File: src/pmac_i2c_slave.sv
// shared package and the two-wire serial slave engine of the phase/address config block
`timescale 1ns/1ps
`default_nettype none

package pmac_pkg;
  // register bus geometry and byte offsets
  localparam int         ADDR_W       = 8;
  localparam int         DATA_W       = 32;
  localparam logic [7:0] OFS_CTRL     = 8'h00;
  localparam logic [7:0] OFS_STATUS   = 8'h04;
  localparam logic [7:0] OFS_VID      = 8'h08;
  localparam logic [7:0] OFS_BANK     = 8'h10;
  localparam logic [1:0] RESP_OKAY    = 2'h0;
  localparam logic [1:0] RESP_DECERR  = 2'h3;
  // control and status fields
  localparam int         CTRL_SER_EN  = 0;
  localparam logic       CTRL_SER_EN_RST = 1'h1;
  localparam int         ST_EN        = 0;
  localparam int         ST_TWO       = 1;
  localparam int         ST_MODE      = 2;
  localparam int         ST_ADDR      = 8;
  // serial register bank
  localparam int         BANK_REGS    = 8;
  localparam logic [7:0] BANK_CLEAR   = 8'h00;
  localparam int         PHASE_REG    = 2;
  localparam int         PHASE_BIT    = 6;
  localparam logic [5:0] ADDR_PREFIX  = 6'h23;
  localparam int         VID_W        = 8;
  localparam logic [3:0] BYTE_BITS    = 4'h8;

  typedef enum logic [2:0] {
    PMAC_TBL_A = 3'b001,
    PMAC_TBL_B = 3'b010,
    PMAC_TBL_C = 3'b100
  } pmac_table_t;

  typedef enum logic [6:0] {
    PMAC_SER_IDLE  = 7'b0000001,
    PMAC_SER_ADDR  = 7'b0000010,
    PMAC_SER_ACK_A = 7'b0000100,
    PMAC_SER_WDATA = 7'b0001000,
    PMAC_SER_ACK_W = 7'b0010000,
    PMAC_SER_RDATA = 7'b0100000,
    PMAC_SER_RACK  = 7'b1000000
  } pmac_ser_st_t;

  typedef struct packed {
    logic en_above;
    logic tsel_ge_lo;
    logic tsel_gt_hi;
    logic phase_limit_pin;
    logic addr_to_supply;
    logic addr_grounded;
  } pmac_pins_t;

  typedef struct packed {
    logic       wr;
    logic [7:0] idx;
    logic [7:0] data;
  } pmac_ser_wr_t;
endpackage

module pmac_i2c_slave (
  // clock and reset
  input  wire logic                  sys_clk_i,
  input  wire logic                  rstn_i,
  // serial bus pins
  input  wire logic                  scl_i,
  input  wire logic                  sda_i,
  output logic                       sda_o,
  output logic                       sda_oe_o,
  // register bank side
  input  wire logic                  enable_i,
  input  wire logic [6:0]            slave_addr_i,
  output pmac_pkg::pmac_ser_wr_t     wr_o,
  output logic [7:0]                 ptr_o,
  input  wire logic [7:0]            rd_data_i
);
  import pmac_pkg::*;

  logic [1:0]   scl_sync;
  logic [1:0]   sda_sync;
  logic         scl_q;
  logic         sda_q;
  pmac_ser_st_t state;
  logic [3:0]   cnt;
  logic [7:0]   shreg;
  logic [7:0]   tx;
  logic         first;
  logic         rw;
  logic         acked;
  logic         rise;
  logic         fall;
  logic         start;
  logic         stop;

  // clock pin is only ever sampled, never driven
  always_ff @(posedge sys_clk_i or negedge rstn_i) begin
    if (!rstn_i) begin
      scl_sync <= 2'h3;
      sda_sync <= 2'h3;
      scl_q    <= 1'b1;
      sda_q    <= 1'b1;
    end else begin
      scl_sync <= {scl_sync[0], scl_i};
      sda_sync <= {sda_sync[0], sda_i};
      scl_q    <= scl_sync[1];
      sda_q    <= sda_sync[1];
    end
  end

  assign rise  = scl_sync[1] & ~scl_q;
  assign fall  = ~scl_sync[1] & scl_q;
  assign start = scl_sync[1] & scl_q & sda_q & ~sda_sync[1];
  assign stop  = scl_sync[1] & scl_q & ~sda_q & sda_sync[1];
  // open drain: only the enable moves
  assign sda_o = 1'b0;

  always_ff @(posedge sys_clk_i or negedge rstn_i) begin
    if (!rstn_i) begin
      state    <= PMAC_SER_IDLE;
      cnt      <= 4'h0;
      shreg    <= 8'h00;
      tx       <= 8'h00;
      first    <= 1'b0;
      rw       <= 1'b0;
      acked    <= 1'b0;
      sda_oe_o <= 1'b0;
      ptr_o    <= 8'h00;
      wr_o     <= '0;
    end else begin
      wr_o.wr <= 1'b0;
      if (stop) begin
        state    <= PMAC_SER_IDLE;
        sda_oe_o <= 1'b0;
      end else if (start) begin
        state    <= PMAC_SER_ADDR;
        cnt      <= 4'h0;
        sda_oe_o <= 1'b0;
      end else begin
        unique case (state)
          PMAC_SER_IDLE: begin
          end
          PMAC_SER_ADDR: begin
            if (rise) begin
              shreg <= {shreg[6:0], sda_sync[1]};
              cnt   <= cnt + 4'h1;
            end else if (fall && cnt == BYTE_BITS) begin
              // foreign addresses are left alone until the next start
              if (enable_i && shreg[7:1] == slave_addr_i) begin
                state    <= PMAC_SER_ACK_A;
                sda_oe_o <= 1'b1;
                rw       <= shreg[0];
              end else begin
                state <= PMAC_SER_IDLE;
              end
            end
          end
          PMAC_SER_ACK_A: begin
            if (fall) begin
              cnt <= 4'h0;
              if (rw) begin
                state    <= PMAC_SER_RDATA;
                tx       <= rd_data_i;
                sda_oe_o <= ~rd_data_i[7];
              end else begin
                state    <= PMAC_SER_WDATA;
                first    <= 1'b1;
                sda_oe_o <= 1'b0;
              end
            end
          end
          PMAC_SER_WDATA: begin
            if (rise) begin
              shreg <= {shreg[6:0], sda_sync[1]};
              cnt   <= cnt + 4'h1;
            end else if (fall && cnt == BYTE_BITS) begin
              if (first) begin
                ptr_o <= shreg;
                first <= 1'b0;
              end else begin
                wr_o.wr   <= 1'b1;
                wr_o.idx  <= ptr_o;
                wr_o.data <= shreg;
                ptr_o     <= ptr_o + 8'h01;
              end
              state    <= PMAC_SER_ACK_W;
              sda_oe_o <= 1'b1;
            end
          end
          PMAC_SER_ACK_W: begin
            if (fall) begin
              state    <= PMAC_SER_WDATA;
              cnt      <= 4'h0;
              sda_oe_o <= 1'b0;
            end
          end
          PMAC_SER_RDATA: begin
            if (rise) begin
              cnt <= cnt + 4'h1;
            end else if (fall) begin
              if (cnt == BYTE_BITS) begin
                state    <= PMAC_SER_RACK;
                sda_oe_o <= 1'b0;
                ptr_o    <= ptr_o + 8'h01;
              end else begin
                tx       <= {tx[6:0], 1'b0};
                sda_oe_o <= ~tx[6];
              end
            end
          end
          PMAC_SER_RACK: begin
            if (rise) begin
              acked <= ~sda_sync[1];
            end else if (fall) begin
              if (acked) begin
                state    <= PMAC_SER_RDATA;
                cnt      <= 4'h0;
                tx       <= rd_data_i;
                sda_oe_o <= ~rd_data_i[7];
              end else begin
                state <= PMAC_SER_IDLE;
              end
            end
          end
          default: begin
            state    <= PMAC_SER_IDLE;
            sda_oe_o <= 1'b0;
          end
        endcase
      end
    end
  end
endmodule

`default_nettype wire

File: src/pmac_config.sv
// phase count, table select and serial address configuration with register bus
//
// Summary of operation
// - controller stays disabled while enable comparator is low, runs when high.
// - table select pin levels choose decode table A, B or C.
// - undriven identification inputs read one in tables A/B, zero in C.
// - phase-limit pin high forces single phase, ignoring the serial phase bit.
// - phase-limit pin low takes phase count from bit 6 of serial register 2.
// - phase bit default selects two-phase operation.
// - phase count changes apply live, no restart needed.
// - serial address 1000_110x with resistor to ground, 1000_111x to supply.
// - grounding the multipurpose pin clears every serial register to zero.
// - serial clock is input only, supplied by the host.
//
// The implementer's own choices: the AXI4-Lite interface to the registers and the register addresses.
`timescale 1ns/1ps
`default_nettype none

module pmac_config #(
  parameter int NREGS = pmac_pkg::BANK_REGS
) (
  // clock and reset
  input  wire logic                          sys_clk_i,
  input  wire logic                          rstn_i,
  // axi4-lite write address and data
  input  wire logic                          s_axi_awvalid_i,
  output logic                               s_axi_awready_o,
  input  wire logic [pmac_pkg::ADDR_W-1:0]   s_axi_awaddr_i,
  input  wire logic                          s_axi_wvalid_i,
  output logic                               s_axi_wready_o,
  input  wire logic [pmac_pkg::DATA_W-1:0]   s_axi_wdata_i,
  input  wire logic [3:0]                    s_axi_wstrb_i,
  // axi4-lite write response
  output logic                               s_axi_bvalid_o,
  input  wire logic                          s_axi_bready_i,
  output logic [1:0]                         s_axi_bresp_o,
  // axi4-lite read
  input  wire logic                          s_axi_arvalid_i,
  output logic                               s_axi_arready_o,
  input  wire logic [pmac_pkg::ADDR_W-1:0]   s_axi_araddr_i,
  output logic                               s_axi_rvalid_o,
  input  wire logic                          s_axi_rready_i,
  output logic [pmac_pkg::DATA_W-1:0]        s_axi_rdata_o,
  output logic [1:0]                         s_axi_rresp_o,
  // configuration pins, already compared to their thresholds
  input  wire pmac_pkg::pmac_pins_t          pins_i,
  input  wire logic [pmac_pkg::VID_W-1:0]    voltage_id_level_i,
  input  wire logic [pmac_pkg::VID_W-1:0]    voltage_id_driven_i,
  // serial bus
  input  wire logic                          scl_i,
  input  wire logic                          sda_i,
  output logic                               sda_o,
  output logic                               sda_oe_o,
  // controller configuration outputs
  output logic                               controller_en_o,
  output pmac_pkg::pmac_table_t              table_mode_o,
  output logic [pmac_pkg::VID_W-1:0]         vid_code_o,
  output logic                               vid_pull_up_o,
  output logic                               vid_pull_down_o,
  output logic                               phase_two_o
);
  import pmac_pkg::*;

  localparam int         IDX_W      = (NREGS > 1) ? $clog2(NREGS) : 1;
  localparam logic [4:0] SEL_CTRL   = 5'h00;
  localparam logic [4:0] SEL_STATUS = 5'h01;
  localparam logic [4:0] SEL_VID    = 5'h02;
  localparam logic [4:0] SEL_BANK0  = 5'h03;
  localparam logic [4:0] SEL_NONE   = 5'h1f;

  // address decode shared by the write and the read path
  function automatic logic [4:0] reg_sel(input logic [ADDR_W-1:0] a);
    logic [ADDR_W-1:0] rel;
    rel = a - OFS_BANK;
    if (a[1:0] != 2'h0) begin
      reg_sel = SEL_NONE;
    end else if (a == OFS_CTRL) begin
      reg_sel = SEL_CTRL;
    end else if (a == OFS_STATUS) begin
      reg_sel = SEL_STATUS;
    end else if (a == OFS_VID) begin
      reg_sel = SEL_VID;
    end else if (a >= OFS_BANK && 32'(rel[ADDR_W-1:2]) < NREGS) begin
      reg_sel = SEL_BANK0 + 5'(rel[ADDR_W-1:2]);
    end else begin
      reg_sel = SEL_NONE;
    end
  endfunction

  logic                aw_held;
  logic                w_held;
  logic [ADDR_W-1:0]   aw_addr;
  logic [DATA_W-1:0]   w_data;
  logic [3:0]          w_strb;
  logic                wr_fire;
  logic [4:0]          wr_sel;
  logic [4:0]          rd_sel;
  logic [DATA_W-1:0]   next_rdata;
  logic [DATA_W-1:0]   status_word;
  logic                ser_en;
  logic                strap_done;
  logic                addr_lsb;
  logic [6:0]          slave_addr;
  logic [7:0]          bank [NREGS];
  pmac_ser_wr_t        ser_wr;
  logic [7:0]          ser_ptr;
  logic [7:0]          ser_rd_data;

  // axi write channel: address and data may arrive in either order
  assign s_axi_awready_o = ~aw_held & ~s_axi_bvalid_o;
  assign s_axi_wready_o  = ~w_held & ~s_axi_bvalid_o;
  assign wr_fire         = aw_held & w_held & ~s_axi_bvalid_o;
  assign wr_sel          = reg_sel(aw_addr);

  always_ff @(posedge sys_clk_i or negedge rstn_i) begin
    if (!rstn_i) begin
      aw_held        <= 1'b0;
      w_held         <= 1'b0;
      aw_addr        <= '0;
      w_data         <= '0;
      w_strb         <= 4'h0;
      s_axi_bvalid_o <= 1'b0;
      s_axi_bresp_o  <= RESP_OKAY;
    end else begin
      if (s_axi_awvalid_i && s_axi_awready_o) begin
        aw_held <= 1'b1;
        aw_addr <= s_axi_awaddr_i;
      end
      if (s_axi_wvalid_i && s_axi_wready_o) begin
        w_held <= 1'b1;
        w_data <= s_axi_wdata_i;
        w_strb <= s_axi_wstrb_i;
      end
      if (wr_fire) begin
        aw_held        <= 1'b0;
        w_held         <= 1'b0;
        s_axi_bvalid_o <= 1'b1;
        s_axi_bresp_o  <= (wr_sel == SEL_NONE) ? RESP_DECERR : RESP_OKAY;
      end else if (s_axi_bvalid_o && s_axi_bready_i) begin
        s_axi_bvalid_o <= 1'b0;
      end
    end
  end

  // the only writable word; status, vid and bank words are read-only views
  always_ff @(posedge sys_clk_i or negedge rstn_i) begin
    if (!rstn_i) begin
      ser_en <= CTRL_SER_EN_RST;
    end else if (wr_fire && wr_sel == SEL_CTRL && w_strb[0]) begin
      ser_en <= w_data[CTRL_SER_EN];
    end
  end

  // axi read channel
  assign s_axi_arready_o = ~s_axi_rvalid_o;
  assign rd_sel          = reg_sel(s_axi_araddr_i);

  always_comb begin
    status_word                  = '0;
    status_word[ST_EN]           = controller_en_o;
    status_word[ST_TWO]          = phase_two_o;
    status_word[ST_MODE +: 3]    = table_mode_o;
    status_word[ST_ADDR +: 7]    = slave_addr;
  end

  always_comb begin
    next_rdata = '0;
    if (rd_sel == SEL_CTRL) begin
      next_rdata[CTRL_SER_EN] = ser_en;
    end else if (rd_sel == SEL_STATUS) begin
      next_rdata = status_word;
    end else if (rd_sel == SEL_VID) begin
      next_rdata[VID_W-1:0] = vid_code_o;
    end else if (rd_sel != SEL_NONE) begin
      next_rdata[7:0] = bank[IDX_W'(rd_sel - SEL_BANK0)];
    end
  end

  always_ff @(posedge sys_clk_i or negedge rstn_i) begin
    if (!rstn_i) begin
      s_axi_rvalid_o <= 1'b0;
      s_axi_rdata_o  <= '0;
      s_axi_rresp_o  <= RESP_OKAY;
    end else if (s_axi_arvalid_i && s_axi_arready_o) begin
      s_axi_rvalid_o <= 1'b1;
      s_axi_rdata_o  <= next_rdata;
      s_axi_rresp_o  <= (rd_sel == SEL_NONE) ? RESP_DECERR : RESP_OKAY;
    end else if (s_axi_rvalid_o && s_axi_rready_i) begin
      s_axi_rvalid_o <= 1'b0;
    end
  end

  // enable comparator gates the whole controller
  always_ff @(posedge sys_clk_i or negedge rstn_i) begin
    if (!rstn_i) begin
      controller_en_o <= 1'b0;
    end else begin
      controller_en_o <= pins_i.en_above;
    end
  end

  // three-level table select from two comparator outputs
  always_ff @(posedge sys_clk_i or negedge rstn_i) begin
    if (!rstn_i) begin
      table_mode_o <= PMAC_TBL_A;
    end else if (!pins_i.tsel_ge_lo) begin
      table_mode_o <= PMAC_TBL_A;
    end else if (pins_i.tsel_gt_hi) begin
      table_mode_o <= PMAC_TBL_C;
    end else begin
      table_mode_o <= PMAC_TBL_B;
    end
  end

  // weak pulls follow the table; an undriven input reads the pulled level
  assign vid_pull_up_o   = (table_mode_o != PMAC_TBL_C);
  assign vid_pull_down_o = (table_mode_o == PMAC_TBL_C);

  for (genvar g = 0; g < VID_W; g++) begin : g_vid
    always_ff @(posedge sys_clk_i or negedge rstn_i) begin
      if (!rstn_i) begin
        vid_code_o[g] <= 1'b0;
      end else begin
        vid_code_o[g] <= voltage_id_driven_i[g] ? voltage_id_level_i[g] : vid_pull_up_o;
      end
    end
  end

  // address strap caught once after reset release, not continuously
  always_ff @(posedge sys_clk_i or negedge rstn_i) begin
    if (!rstn_i) begin
      strap_done <= 1'b0;
      addr_lsb   <= 1'b0;
    end else if (!strap_done) begin
      strap_done <= 1'b1;
      addr_lsb   <= pins_i.addr_to_supply;
    end
  end

  assign slave_addr = {ADDR_PREFIX, addr_lsb};

  // serial register bank; a grounded pin wins over any serial write
  always_ff @(posedge sys_clk_i or negedge rstn_i) begin
    if (!rstn_i) begin
      for (int i = 0; i < NREGS; i++) begin
        bank[i] <= BANK_CLEAR;
      end
    end else if (pins_i.addr_grounded) begin
      for (int i = 0; i < NREGS; i++) begin
        bank[i] <= BANK_CLEAR;
      end
    end else if (ser_wr.wr && 32'(ser_wr.idx) < NREGS) begin
      bank[IDX_W'(ser_wr.idx)] <= ser_wr.data;
    end
  end

  assign ser_rd_data = (32'(ser_ptr) < NREGS) ? bank[IDX_W'(ser_ptr)] : BANK_CLEAR;

  // cleared bit means two phases, so both reset and pin clear give two-phase
  always_ff @(posedge sys_clk_i or negedge rstn_i) begin
    if (!rstn_i) begin
      phase_two_o <= 1'b0;
    end else begin
      phase_two_o <= controller_en_o & ~pins_i.phase_limit_pin
                     & ~bank[PHASE_REG][PHASE_BIT];
    end
  end

  pmac_i2c_slave u_ser (
    .sys_clk_i    (sys_clk_i),
    .rstn_i       (rstn_i),
    .scl_i        (scl_i),
    .sda_i        (sda_i),
    .sda_o        (sda_o),
    .sda_oe_o     (sda_oe_o),
    .enable_i     (ser_en),
    .slave_addr_i (slave_addr),
    .wr_o         (ser_wr),
    .ptr_o        (ser_ptr),
    .rd_data_i    (ser_rd_data)
  );

  // checks
  enable_follow_a: assert property (@(posedge sys_clk_i) disable iff (!rstn_i)
    pins_i.en_above ##1 pins_i.en_above |=> controller_en_o)
    else $error("controller not enabled after enable input high");

  disable_hold_a: assert property (@(posedge sys_clk_i) disable iff (!rstn_i)
    !controller_en_o |=> !phase_two_o)
    else $error("two-phase output while controller disabled");

  table_pick_a: assert property (@(posedge sys_clk_i) disable iff (!rstn_i)
    !pins_i.tsel_ge_lo |=> table_mode_o == PMAC_TBL_A)
    else $error("low select level did not pick table A");

  table_mid_a: assert property (@(posedge sys_clk_i) disable iff (!rstn_i)
    pins_i.tsel_ge_lo && !pins_i.tsel_gt_hi |=> table_mode_o == PMAC_TBL_B)
    else $error("middle select level did not pick table B");

  table_high_a: assert property (@(posedge sys_clk_i) disable iff (!rstn_i)
    pins_i.tsel_ge_lo && pins_i.tsel_gt_hi |=> table_mode_o == PMAC_TBL_C)
    else $error("high select level did not pick table C");

  vid_default_a: assert property (@(posedge sys_clk_i) disable iff (!rstn_i)
    !voltage_id_driven_i[0] |=> vid_code_o[0] == ($past(table_mode_o) != PMAC_TBL_C))
    else $error("undriven id input read the wrong level");

  single_lock_a: assert property (@(posedge sys_clk_i) disable iff (!rstn_i)
    pins_i.phase_limit_pin |=> !phase_two_o)
    else $error("two phases while phase-limit pin high");

  bit_steer_a: assert property (@(posedge sys_clk_i) disable iff (!rstn_i)
    controller_en_o && !pins_i.phase_limit_pin
      |=> phase_two_o == !$past(bank[PHASE_REG][PHASE_BIT]))
    else $error("phase count does not follow register bit");

  pin_clear_a: assert property (@(posedge sys_clk_i) disable iff (!rstn_i)
    pins_i.addr_grounded |=> bank[PHASE_REG] == BANK_CLEAR && bank[0] == BANK_CLEAR)
    else $error("grounded pin did not clear serial registers");

  addr_strap_a: assert property (@(posedge sys_clk_i) disable iff (!rstn_i)
    $rose(strap_done) |-> slave_addr == {ADDR_PREFIX, $past(pins_i.addr_to_supply)})
    else $error("serial address does not match the strap");

  strap_hold_a: assert property (@(posedge sys_clk_i) disable iff (!rstn_i)
    strap_done |=> $stable(slave_addr))
    else $error("serial address moved after the strap");

  slave_only_a: assert property (@(posedge sys_clk_i) disable iff (!rstn_i)
    ser_wr.wr |-> ser_en && $past(ser_en, 2))
    else $error("serial write while slave disabled");

  bresp_hold_a: assert property (@(posedge sys_clk_i) disable iff (!rstn_i)
    s_axi_bvalid_o && !s_axi_bready_i |=> s_axi_bvalid_o && $stable(s_axi_bresp_o))
    else $error("write response dropped before ready");

  phase_drop_c: cover property (@(posedge sys_clk_i) disable iff (!rstn_i)
    phase_two_o ##1 !phase_two_o && controller_en_o);
  serial_write_c: cover property (@(posedge sys_clk_i) disable iff (!rstn_i)
    ser_wr.wr && 32'(ser_wr.idx) == PHASE_REG);
  table_c_c: cover property (@(posedge sys_clk_i) disable iff (!rstn_i)
    table_mode_o == PMAC_TBL_C);
  pin_clear_c: cover property (@(posedge sys_clk_i) disable iff (!rstn_i)
    pins_i.addr_grounded && bank[PHASE_REG] != BANK_CLEAR);
endmodule

`default_nettype wire

File: config.mk
export PLATFORM = sky130hd
export DESIGN_NAME = pmac_config
export DESIGN_NICKNAME = d
export VERILOG_FILES = /design/src/pmac_i2c_slave.sv /design/src/pmac_config.sv
export SDC_FILE = /design/constraint.sdc
export NUM_CORES = 1
export LEC_CHECK = 0
export BUFFER_PORTS_ARGS = -buffer_cell sky130_fd_sc_hd__buf_4
export CORE_MARGIN = 3
export CORE_UTILIZATION = 58
export CTS_CLUSTER_DIAMETER = 60
export DETAILED_ROUTE_END_ITERATION = 10
export PLACE_DENSITY = 0.81
export SETUP_SLACK_MARGIN = 0.15
export SLEW_MARGIN = 20
export SYNTH_ARGS = -nofsm -noshare
export SYNTH_HDL_FRONTEND = slang
export SYNTH_SLANG_ARGS = --single-unit
File: constraint.sdc
create_clock -name sys_clk_i -period 2.9 [get_ports sys_clk_i]
set_input_delay 0.29 -clock sys_clk_i [delete_from_list [all_inputs] [get_ports sys_clk_i]]
set_output_delay 0.29 -clock sys_clk_i [all_outputs]
set_load 0.02 [all_outputs]
==> results.txt, run 1 <==
----------------------------------------------------
[Outcome]
  Status ... finished clean

[GRT]
  Grt total ovfl ... 0
  Largest net degree at the start of global routing ... 65
  Global-route usage over all layers ... 0.265
  Wire length of the first global-routing pass ... 37800 microns
  Number of global-route vias before repair ... 7630
  Number of antenna violations at the first check in global routing ... 0

[Yosys]
  Dominant cell by count in the synthesized netlist ... dfrtp_1
  Top cells by count, synth ... dfrtp_1 (158), nor2_1 (134), nand2_1 (99), mux2i_1 (75), o21ai_0 (66)
  Count of flip-flops with a built-in enable after synthesis ... 0
  Leading post-synthesis cells by cell area ... dfrtp_1 (42%), mux2i_1 (8.0%), nor2_1 (5.4%)
  Post-synthesis cell type count ... 79
  Proportion of register bits with asynchronous set or reset after synthesis ... 1.00
  Synthesized instance count ... 958
  Number of storage elements in the synthesis netlist ... 167
  Yosys warnings ... 0
  Area leader, netlist ... dfrtp_1
  Post-synthesis sequential area ratio ... 0.449
  Mapped cell area ... 0.00934 sq mm
  Top FF cell, synth ... dfrtp_1
  Top cell type's share of synthesized area ... 0.423
  Avg Inst Size Synth ... 9.75 sq um

[Worst setup path]
  Crit path kind ... input pin to flip-flop
  Setup crit end kind ... flip-flop
  Delay of the slowest cell on the worst path ... 330 ps
  Chain of cells forming the critical path ... buf_4 -> inv_2 -> ha_4 -> or2_4 -> o21a_4 -> o21ai_2 -> and2_4 -> o211ai_1 -> nand2_1 -> nand2_2 -> ha_4 -> inv_4 -> buf_4 -> nand3_1 -> o32ai_1 -> a31oi_1 -> o221ai_2 -> o22ai_2 -> a31o_2
  Crit start category ... input pin
  Arrival time of the worst setup path ... 3080 ps
  Maximum fanout encountered on the critical timing path ... 4
  Slowest CP cell ... ha_4
  Depth of the most critical reg-to-reg path ... 7
  Required @ worst endpoint ... 3260 ps

[Floorplan]
  Y dimension of the die ... 133 microns
  Area of the core ... 0.0155 sq mm
  Row count ... 45
  Num ports ... 141
  Die area ... 0.0177 sq mm
  Starting density of the core ... 0.603
  Overall die width ... 133 microns

[Pwr]
  Worst ir drop on vdd ... 0.000498 V
  Sequential Power Share ... 0.420
  Logic pwr share ... 0.186
  Internal ... 4.60 mW
  Sw Ratio ... 0.275
  Clk network pwr share ... 0.394
  PwrDens ... 561 mW/mm^2
  Leak Pwr ... 5.33 nW
  Power dissipated by switching net loads ... 1.74 mW

[Finish]
  Sequential cell area ... 0.00419 sq mm
  Finished Layout Cells ... 1303
  Final core utilization ... 0.729
  Count of nets after finishing ... 1182
  Area taken by multi-input logic gates ... 0.00484 sq mm
  Number of filler instances in the final layout ... 1096
  Ratio of cells with drive above 1 in the final layout ... 0.252
  Diodes inserted ... 0
  Layout overhead on the synthesized area ... 20.9%
  Final design area excluding fillers ... 0.0113 sq mm

[STA]
  Endpoints failing setup ... 0
  Tcrit/Tclk final ... 0.937
  Highest clock frequency the design can meet ... 368 MHz
  Final max-slew violation count ... 0
  RSZ-0062 raised after global routing ... false
  Final worst clock skew ... 9.07 ps
  Final hold violation count ... 0
  Final critical-path required period ... 2720 ps
  Max-slew headroom ... 0.521
  Worst-margin pin slew ... 716 ps

[Worst hold path]
  Hold Crit Class ... input pin to flip-flop
  WHS Path Cells ... 2

[Route]
  Count of antenna-violating nets left after detailed routing ... 0
  Post-detailed-route via-to-cell ratio ... 5.95
  Post-Route WL ... 23500 microns
  Detailed-route DRC error count ... 0
  Number of vias in the routed layout ... 7758
  First-iteration detailed-routing DRC count ... 771
  Wirelength per Cell ... 18.0 microns
  First-pass iteration count of the detailed router ... 7

[Clock tree]
  Max clock buf depth ... 2
  Clock sink count ... 167
  H-tree levels ... 4
  Clock buffer count from CTS ... 17
  CTS root buffer ... clkbuf_16
  Clock network latency to the later pin of the worst-skew pair ... 430 ps
  CTS clk-pin slew, worst paths ... 60 ps
  CTS tree ... yes

[Place]
  Buffers added on ports ... 85
  Hpwl dp ... 15800 microns
  Placed Instances ... 1261
  Global placer's final weighted congestion ... 0.934
  Instance area after placement ... 0.0104 sq mm

[Job]
  Number of maximum-capacitance constraint violations ... 0

----------------------------------------------------
## cell usage in the layout (no fill, tap or decap), types with 5 or more instances in the layout
cell type	netlist	final
nor2b_1	11	10
a31oi_1	17	16
mux4_2	16	16
nor3b_1	5	5
nand2_1	99	97
a21oi_1	28	27
a21o_1	7	7
bufinv_16	0	5
and3_1	6	6
dlygate4sd3_1	0	6
o21ai_0	66	64
clkbuf_16	0	17
o31ai_1	10	9
o22ai_1	7	5
mux2i_1	75	75
nor2_1	134	134
mux2_2	28	28
dfrtp_1	158	158
nor3_1	8	8
inv_1	32	29
o211ai_1	5	5
nand2b_1	8	8
dfstp_2	9	9
a22oi_1	10	10
nand3b_1	7	7
nand3_1	22	22
conb_1	2	22
ha_1	19	16
buf_4	26	144
## layout make-up
cell class,instances,area share
multi-input combinational,705,0.429
timing repair buffer,156,0.107
inverter,33,0.0115
clock inverter,12,0.0175
sequential,167,0.371
tap,211,0.0234
clock buffer,19,0.0401
## timing repair
action	in CTS	in global routing
resized for setup	2	27
setup endpoints to repair	2	15
gates cloned	0	1
setup buffers	0	4
pin swaps	0	15
hold endpoints to repair	47	0
hold buffers	6	0
## worst max-delay path: cells and delay by family
family / cells / cell delay (ps)
AOI/OAI and AO/OA: 8 / 1290
and+or+nand+nor: 5 / 700
adders and majority gates: 2 / 490
buffers and inverters: 4 / 300
## metal layers
metal,track usage,vias up,share of wire
li1,-,3617,-
met4,0.0860,0,0.023
met5,0,-,0
met1,0.349,3734,0.42
met2,0.431,358,0.48
met3,0.0673,49,0.080
## cell families after synthesis
| logic type | count (synthesis) | synth area share |
|---|---|---|
| adders and majority gates | 19 | 0.0255 |
| AOI/OAI and AO/OA | 202 | 0.144 |
| xor gates and xnor gates | 6 | 0.00643 |
| muxes | 119 | 0.153 |
| DFF | 167 | 0.449 |
| other | 2 | 0.000804 |
| and+or+nand+nor | 337 | 0.167 |
| buffers and inverters | 106 | 0.0555 |
## registers in the layout, indices dropped and copies added, names as in the netlist, 2 cells and up
signal and cells:
u_ser.state 7, table_mode_o 3, u_ser.wr_o 17, u_ser.scl_sync 2, u_ser.sda_sync 2, s_axi_rdata_o 10
u_ser.shreg 8, aw_addr 8, bank 64, u_ser.cnt 4, u_ser.ptr_o 8, u_ser.tx 7
vid_code_o 8
## path summary, 6_finish.rpt
kind / start / to / slack, ps
min in group asynchronous: rstn_i / bank[56]$_DFFE_PN0P_ / 370
max: s_axi_araddr_i[4] / s_axi_rdata_o[3]$_DFFE_PN0P_ / 180
max reg2reg: u_ser.state[4]$_DFFE_PN0P_ / u_ser.wr_o[7]$_DFFE_PN0P_ / 370
min: pins_i[2] / phase_two_o$_DFF_PN0_ / 10
max in group asynchronous: rstn_i / table_mode_o[0]$_DFF_PN1_ / 1720
min reg2reg: u_ser.scl_sync[0]$_DFF_PN1_ / u_ser.scl_sync[1]$_DFF_PN1_ / 350
## through the flow
| stage | total power, mW | TNS [ps] | setup slack, ps | hold slack [ps] |
|---|---|---|---|---|
| 4_1_cts | 6.33 | 0 | 166 | 0.779 |
| 6_report | 6.34 | 0 | 184 | 13.8 |
| 3_3_place_gp | 3.80 | -1210 | -201 | 251 |
| 3_5_place_dp | 3.83 | -1850 | -294 | 251 |
| 2_1_floorplan | 3.44 | 0 | 154 | -5.59 |
| 5_1_grt | 6.60 | 0 | 147 | 10.1 |
## power by group through the flow
| stage | registers [mW] | logic (mW) | clock network (mW) |
|---|---|---|---|
| final | 2.66 | 1.18 | 2.50 |
| after global routing | 2.68 | 1.31 | 2.61 |
| after CTS | 2.65 | 1.15 | 2.52 |
| after detailed placement | 2.69 | 1.14 | 0 |
| after global placement | 2.69 | 1.11 | 0 |
| after floorplan | 2.70 | 0.739 | 0 |
Note: power is estimated with default switching activity, not from simulation.
==> inputs of run 2 (changes only) <==
Settings changed: CORE_ASPECT_RATIO from default to 1.25.
==> results.txt, run 2 (same netlist as run 1, synthesis figures left out) <==
----------------------------------------------------
[Clock tree]
  Clock buffer count from CTS ... 17 (unchanged)
  CTS tree ... yes
  Number of buffers inserted to repair setup after CTS ... 0 (unchanged)
  Max clock buf depth ... 2 (unchanged)
  CTS clk-pin slew, worst paths ... 70 ps (about the same)
  Clock sink count ... 167 (unchanged)
  Clock network latency to the later pin of the worst-skew pair ... 430 ps (about the same)
  CTS root buffer ... clkbuf_16
  H-tree levels ... 4 (unchanged)

[Worst setup path]
  Cell depth of the worst setup path ... 18 (-1)
  Reg2reg start ... u_ser.state[2]$_DFFE_PN0P_
  Reg2Reg Capture Point ... u_ser.wr_o[8]$_DFFE_PN0P_
  Chain of cells forming the critical path ... buf_4 -> inv_1 -> ha_4 -> nor4_2 -> nand2_1 -> o21ai_1 -> and2_1 -> o211ai_1 -> nand2_1 -> nand2_2 -> ha_4 -> buf_4 -> buf_6 -> o32ai_1 -> a31oi_1 -> o221ai_1 -> o22ai_1 -> a31o_2
  Crit start category ... input pin
  FF-to-FF setup slack ... 370 ps (about the same)
  Required @ worst endpoint ... 3220 ps (-40 ps)
  Maximum fanout encountered on the critical timing path ... 9 (+5)
  Arrival time of the worst setup path ... 3030 ps (-50 ps)
  Delay of the slowest cell on the worst path ... 390 ps (+60 ps)
  Count of buffer and inverter cells on the critical path ... 4 (unchanged)
  Critical path capture point ... s_axi_rdata_o[4]$_DFFE_PN0P_
  Setup crit end kind ... flip-flop
  Critical path's top delay family ... compound AO/OA/AOI/OAI gates
  Crit path kind ... input pin to flip-flop
  Crit path launch ... s_axi_araddr_i[4]
  Depth of the most critical reg-to-reg path ... 7 (unchanged)
  Slowest CP cell ... o32ai_1

[Finish]
  Register bank with the most flops ... bank
  Ratio of cells with drive above 1 in the final layout ... 0.239 (-0.0133)
  Top library cells by usage in the layout, fill and taps aside ... dfrtp_1 (158), buf_4 (142), nor2_1 (134)
  Number of flip-flops under the largest register name ... 64 (unchanged)
  Sequential cell area ... 0.00419 sq mm (unchanged)
  Area taken by multi-input logic gates ... 0.00481 sq mm (-0.62%)
  Finished Layout Cells ... 1302 (-0.077%)
  Final design area excluding fillers ... 0.0112 sq mm (-0.83%)
  Layout overhead on the synthesized area ... 19.9%
  Leading cell type in the layout, fill and taps excluded ... dfrtp_1
  Number of filler instances in the final layout ... 1128 (+2.9%)
  Count of nets after finishing ... 1179 (-0.25%)
  Diodes inserted ... 0 (unchanged)
  Largest registers ranked by flip-flop count ... bank (64), u_ser.wr_o (17), s_axi_rdata_o (10)

[Floorplan]
  Area of the core ... 0.0157 sq mm (+1.4%)
  Overall die width ... 119 microns (-10%)
  Num ports ... 141 (unchanged)
  Row count ... 51 (+13%)
  Die area ... 0.0177 sq mm (about the same)
  Y dimension of the die ... 148 microns (+11%)
  Starting density of the core ... 0.595 (-0.00822)

[GRT]
  Wire length of the first global-routing pass ... 38400 microns (+1.7%)
  Largest net degree at the start of global routing ... 77 (+18%)
  Number of antenna violations at the first check in global routing ... 0 (unchanged)
  Number of global-route vias before repair ... 7695 (+0.85%)
  Global-route usage over all layers ... 0.272 (+0.00740)
  Grt total ovfl ... 0 (unchanged)

[STA]
  Max-slew headroom ... 0.472 (-0.0496)
  Hold slack final ... 33.6 ps (+19.8 ps)
  Worst-margin pin slew ... 787 ps (+71.7 ps)
  Highest clock frequency the design can meet ... 368 MHz (about the same)
  Final critical-path required period ... 2720 ps (+0.355 ps)
  Tcrit/Tclk final ... 0.937 (about the same)
  Final worst clock skew ... 9.97 ps (+0.897 ps)
  Endpoints failing setup ... 0 (unchanged)
  RSZ-0062 raised after global routing ... false
  Setup Total Neg Slack ... 0 ps (unchanged)
  Final max-slew violation count ... 0 (unchanged)
  Final hold violation count ... 0 (unchanged)

[Job]
  Number of maximum-capacitance constraint violations ... 0 (unchanged)

[Pwr]
  PnR Total Power ... 6.17 mW (-2.6%)
  PwrDens ... 552 mW/mm^2 (-1.8%)
  Leak Pwr ... 5.28 nW (-1.0%)
  Worst ir drop on vdd ... 0.000506 V (+1.5%)

[Route]
  Number of vias in the routed layout ... 7811 (+0.68%)
  First-pass iteration count of the detailed router ... 5 (-2)
  Post-detailed-route via-to-cell ratio ... 6.00 (+0.76%)
  Post-Route WL ... 23500 microns (+0.33%)
  Wirelength per Cell ... 18.1 microns (+0.41%)
  Count of antenna-violating nets left after detailed routing ... 0 (unchanged)
  First-iteration detailed-routing DRC count ... 647 (-16%)
  Detailed-route DRC error count ... 0 (unchanged)

[Outcome]
  Status ... finished clean

[Place]
  Buffers added on ports ... 85 (unchanged)
  Placed Instances ... 1263 (+0.16%)
  Hpwl dp ... 16400 microns (+3.6%)
  Instance area after placement ... 0.0104 sq mm (about the same)
  Global placer's final weighted congestion ... 0.935 (about the same)

[Worst hold path]
  Hold Crit Class ... input pin to flip-flop

----------------------------------------------------
[run 2: metrics by stage]
step,worst slack (ps),util
6_report,184,0.713
5_1_grt,26.3,0.713
4_1_cts,163,0.709
3_5_place_dp,-285,0.665
3_3_place_gp,-170,0.665
2_1_floorplan,154,-
[run 2: power by group]
group          total (mW)  internal, mW  switching, mW
logic                1.17         0.524          0.642
registers            2.66          2.49          0.167
clock network        2.35          1.41          0.940
total                6.17          4.42           1.75
[run 2: worst min path at each step]
stage / from / endpoint / slack, ps / depth (start not counted)
CTS: s_axi_bready_i / s_axi_bvalid_o$_DFFE_PN0P_ / 20 / 2
detailed placement: u_ser.scl_sync[0]$_DFF_PN1_ / u_ser.scl_sync[1]$_DFF_PN1_ / 350 / 0
global placement: u_ser.sda_sync[0]$_DFF_PN1_ / u_ser.sda_sync[1]$_DFF_PN1_ / 350 / 0
finish: s_axi_bready_i / s_axi_bvalid_o$_DFFE_PN0P_ / 30 / 2
floorplan: rstn_i / addr_lsb$_DFFE_PN0N_ / -6 / 0
global route: s_axi_bready_i / s_axi_bvalid_o$_DFFE_PN0P_ / 30 / 2
[run 2: timing repair]
item	CTS	global route
setup endpoints to repair	0	11
hold buffers	7	0
hold endpoints to repair	71	0
gates resized for setup	0	15
[run 2: layer usage]
| metal | routed length (microns) | vias up | track usage |
|---|---|---|---|
| li1 | - | 3615 | - |
| met2 | 11600 | 367 | 0.463 |
| met4 | 855 | 0 | 0.109 |
| met5 | 0 | - | 0 |
| met3 | 1790 | 75 | 0.0628 |
| met1 | 9280 | 3754 | 0.337 |
[run 2: area by class of cell]
class / instances / share of cell area
Clock buffer: 22 / 0.0415
Clock inverter: 10 / 0.0131
Inverter: 33 / 0.0113
Multi-Input combinational cell: 705 / 0.430
Sequential cell: 167 / 0.374
Tap cell: 212 / 0.0237
Timing Repair Buffer: 153 / 0.106
==> inputs of run 3 (changes only) <==
Settings changed: CORE_UTILIZATION 58 to 52, PLACE_DENSITY 0.81 to 0.77.
Clock period 2.9 ns to 2.3 ns, I/O delays scaled along.
==> results.txt, run 3 (same netlist as run 1, synthesis figures left out) <==
----------------------------------------------------
[Route]
  Number of vias in the routed layout ... 8108 (+3.8%)
  First-iteration detailed-routing DRC count ... 667 (+3.1%)
  First-pass iteration count of the detailed router ... 6 (+1)
  Wirelength per Cell ... 19.0 microns (+4.9%)
  Count of antenna-violating nets left after detailed routing ... 0 (unchanged)
  Post-detailed-route via-to-cell ratio ... 5.84 (-2.6%)
  Post-Route WL ... 26300 microns (+12%)
  Detailed-route DRC error count ... 0 (unchanged)

[STA]
  Worst-margin pin slew ... 674 ps (-113 ps)
  Final worst slack ... -44.1 ps (-228 ps)
  Final critical-path required period ... 2340 ps
  Setup Total Neg Slack ... -81.0 ps (-81.0 ps)
  Final hold violation count ... 0 (unchanged)
  RSZ-0062 raised after global routing ... true
  Highest clock frequency the design can meet ... 427 MHz
  Max-slew headroom ... 0.551 (+0.0791)
  Final max-slew violation count ... 0 (unchanged)
  Endpoints failing setup ... 3 (+3)
  Final worst clock skew ... 10.5 ps (+0.519 ps)
  Tcrit/Tclk final ... 1.02

[Worst hold path]
  Hold Crit Class ... input pin to flip-flop
  Hold Path Origin ... s_axi_awaddr_i[1]
  WHS Path Cells ... 2 (unchanged)
  End point of the worst hold path ... aw_addr[1]$_DFFE_PN0P_

[Floorplan]
  Die area ... 0.0196 sq mm (+11%)
  Y dimension of the die ... 156 microns (+5.4%)
  Starting density of the core ... 0.532 (-0.0633)
  Overall die width ... 126 microns (+5.3%)
  Num ports ... 141 (unchanged)
  Area of the core ... 0.0176 sq mm (+12%)
  Row count ... 54 (+5.9%)

[Finish]
  Count of nets after finishing ... 1253 (+6.3%)
  Diodes inserted ... 0 (unchanged)
  Register bank with the most flops ... bank
  Final design area excluding fillers ... 0.0123 sq mm (+10%)
  Leading cell type in the layout, fill and taps excluded ... buf_4
  Number of flip-flops under the largest register name ... 64 (unchanged)
  Top library cells by usage in the layout, fill and taps aside ... buf_4 (196), dfrtp_1 (155), nor2_1 (129)
  Layout overhead on the synthesized area ... 32.2%
  Largest registers ranked by flip-flop count ... bank (64), u_ser.wr_o (17), s_axi_rdata_o (10)
  Ratio of cells with drive above 1 in the final layout ... 0.353 (+0.115)

[GRT]
  Number of antenna violations at the first check in global routing ... 0 (unchanged)
  Global-route usage over all layers ... 0.262 (-0.00966)
  Largest net degree at the start of global routing ... 65 (-16%)
  Wire length of the first global-routing pass ... 41500 microns (+8.1%)
  Grt total ovfl ... 0 (unchanged)
  Number of global-route vias before repair ... 8134 (+5.7%)

[Pwr]
  PwrDens ... 675 mW/mm^2 (+22%)
  Worst ir drop on vdd ... 0.000684 V (+35%)
  Leak Pwr ... 5.79 nW (+9.7%)
  PnR Total Power ... 8.34 mW (+35%)

[Worst setup path]
  Count of buffer and inverter cells on the critical path ... 3 (-1)
  Required @ worst endpoint ... 2670 ps (-550 ps)
  Crit start category ... input pin
  Maximum fanout encountered on the critical timing path ... 4 (-5)
  Slowest CP cell ... a2111o_1
  Critical path's top delay family ... compound AO/OA/AOI/OAI gates
  Depth of the most critical reg-to-reg path ... 10 (+3)
  Delay of the slowest cell on the worst path ... 390 ps (about the same)
  FF-to-FF setup slack ... 30 ps (-340 ps)
  Reg2Reg Capture Point ... u_ser.wr_o[6]$_DFFE_PN0P_
  Arrival time of the worst setup path ... 2720 ps (-310 ps)
  Reg2reg start ... u_ser.cnt[0]$_DFFE_PN0P_
  Setup crit end kind ... flip-flop
  Most prevalent standard cell on the critical path ... ha_4
  Crit path kind ... input pin to flip-flop
  Chain of cells forming the critical path ... buf_12 -> inv_12 -> ha_4 -> or2_1 -> o21a_4 -> o21ai_2 -> and2_4 -> o211ai_1 -> nand2_1 -> nand2_4 -> ha_4 -> buf_6 -> a21o_1 -> nor2_1 -> a2111o_1 -> o31ai_2 -> a31o_1

[Place]
  Buffers added on ports ... 85 (unchanged)
  Instance area after placement ... 0.0108 sq mm (+3.6%)
  Global placer's final weighted congestion ... 0.975 (+4.3%)
  Hpwl dp ... 17900 microns (+9.2%)

[Outcome]
  Status ... finished with violations
  Violated checks ... negative setup slack

[Clock tree]
  Clock buffer count from CTS ... 17 (unchanged)
  Max clock buf depth ... 2 (unchanged)
  CTS tree ... yes
  H-tree levels ... 4 (unchanged)
  CTS root buffer ... clkbuf_16
  Clock network latency to the later pin of the worst-skew pair ... 440 ps (about the same)
  Clock sink count ... 167 (unchanged)
  CTS clk-pin slew, worst paths ... 70 ps (about the same)

[Job]
  Number of maximum-capacitance constraint violations ... 0 (unchanged)

----------------------------------------------------
run 3: where the power goes:
group          internal, mW  total (mW)  switching, mW
sequential             3.14        3.36          0.215
combinational         0.914        1.93           1.01
clock                  1.67        3.05           1.38
run 3: layout make-up:
cell class | count | area [sq um]
multi-input cells | 705 | 5220
inverters | 33 | 159
flip-flops and latches | 167 | 4190
repair buffers | 227 | 1860
clock buffers | 17 | 425
fillers | 1237 | 5220
well taps | 224 | 280
clock inverters | 15 | 208
run 3: routing by layer:
layer | up-vias | share of wire | GRT usage
met2 | 352 | 0.51 | 0.457
met4 | 0 | 0.031 | 0.0935
li1 | 3751 | - | -
met1 | 3926 | 0.39 | 0.328
met3 | 79 | 0.066 | 0.0500
met5 | - | 0 | 0
run 3: metrics by stage:
stage / cells / hold slack [ps] / setup WS, ps / util
global route: 1388 / 7.10 / -187 / 0.703
CTS: 1369 / 0.698 / -28.1 / 0.674
detailed placement: 1314 / 247 / -679 / 0.616
global placement: 1314 / 239 / -602 / 0.616
finish: 1388 / 18.7 / -44.1 / 0.703
floorplan: 978 / -65.6 / -328 / -
run 3: worst max path at each step:
stage	from	end	slack, ps	depth (start not counted)
2_1_floorplan	s_axi_araddr_i[5]	s_axi_rdata_o[3]$_DFFE_PN0P_	-330	14
3_3_place_gp	s_axi_araddr_i[5]	s_axi_rdata_o[2]$_DFFE_PN0P_	-600	17
3_5_place_dp	s_axi_araddr_i[5]	s_axi_rdata_o[2]$_DFFE_PN0P_	-680	17
4_1_cts	s_axi_araddr_i[5]	s_axi_rdata_o[1]$_DFFE_PN0P_	-30	17
5_1_grt	s_axi_araddr_i[4]	s_axi_rdata_o[0]$_DFFE_PN0P_	-190	15
6_report	s_axi_araddr_i[5]	s_axi_rdata_o[1]$_DFFE_PN0P_	-40	17
run 3: what timing repair did:
| action | CTS | global route |
|---|---|---|
| setup buffers | 10 | 17 |
| resized for setup | 42 | 94 |
| hold endpoints to repair | 65 | 0 |
| pin swaps | 25 | 53 |
| gates cloned | 0 | 2 |
| setup endpoints to repair | 50 | 73 |
| hold buffers | 13 | 0 |
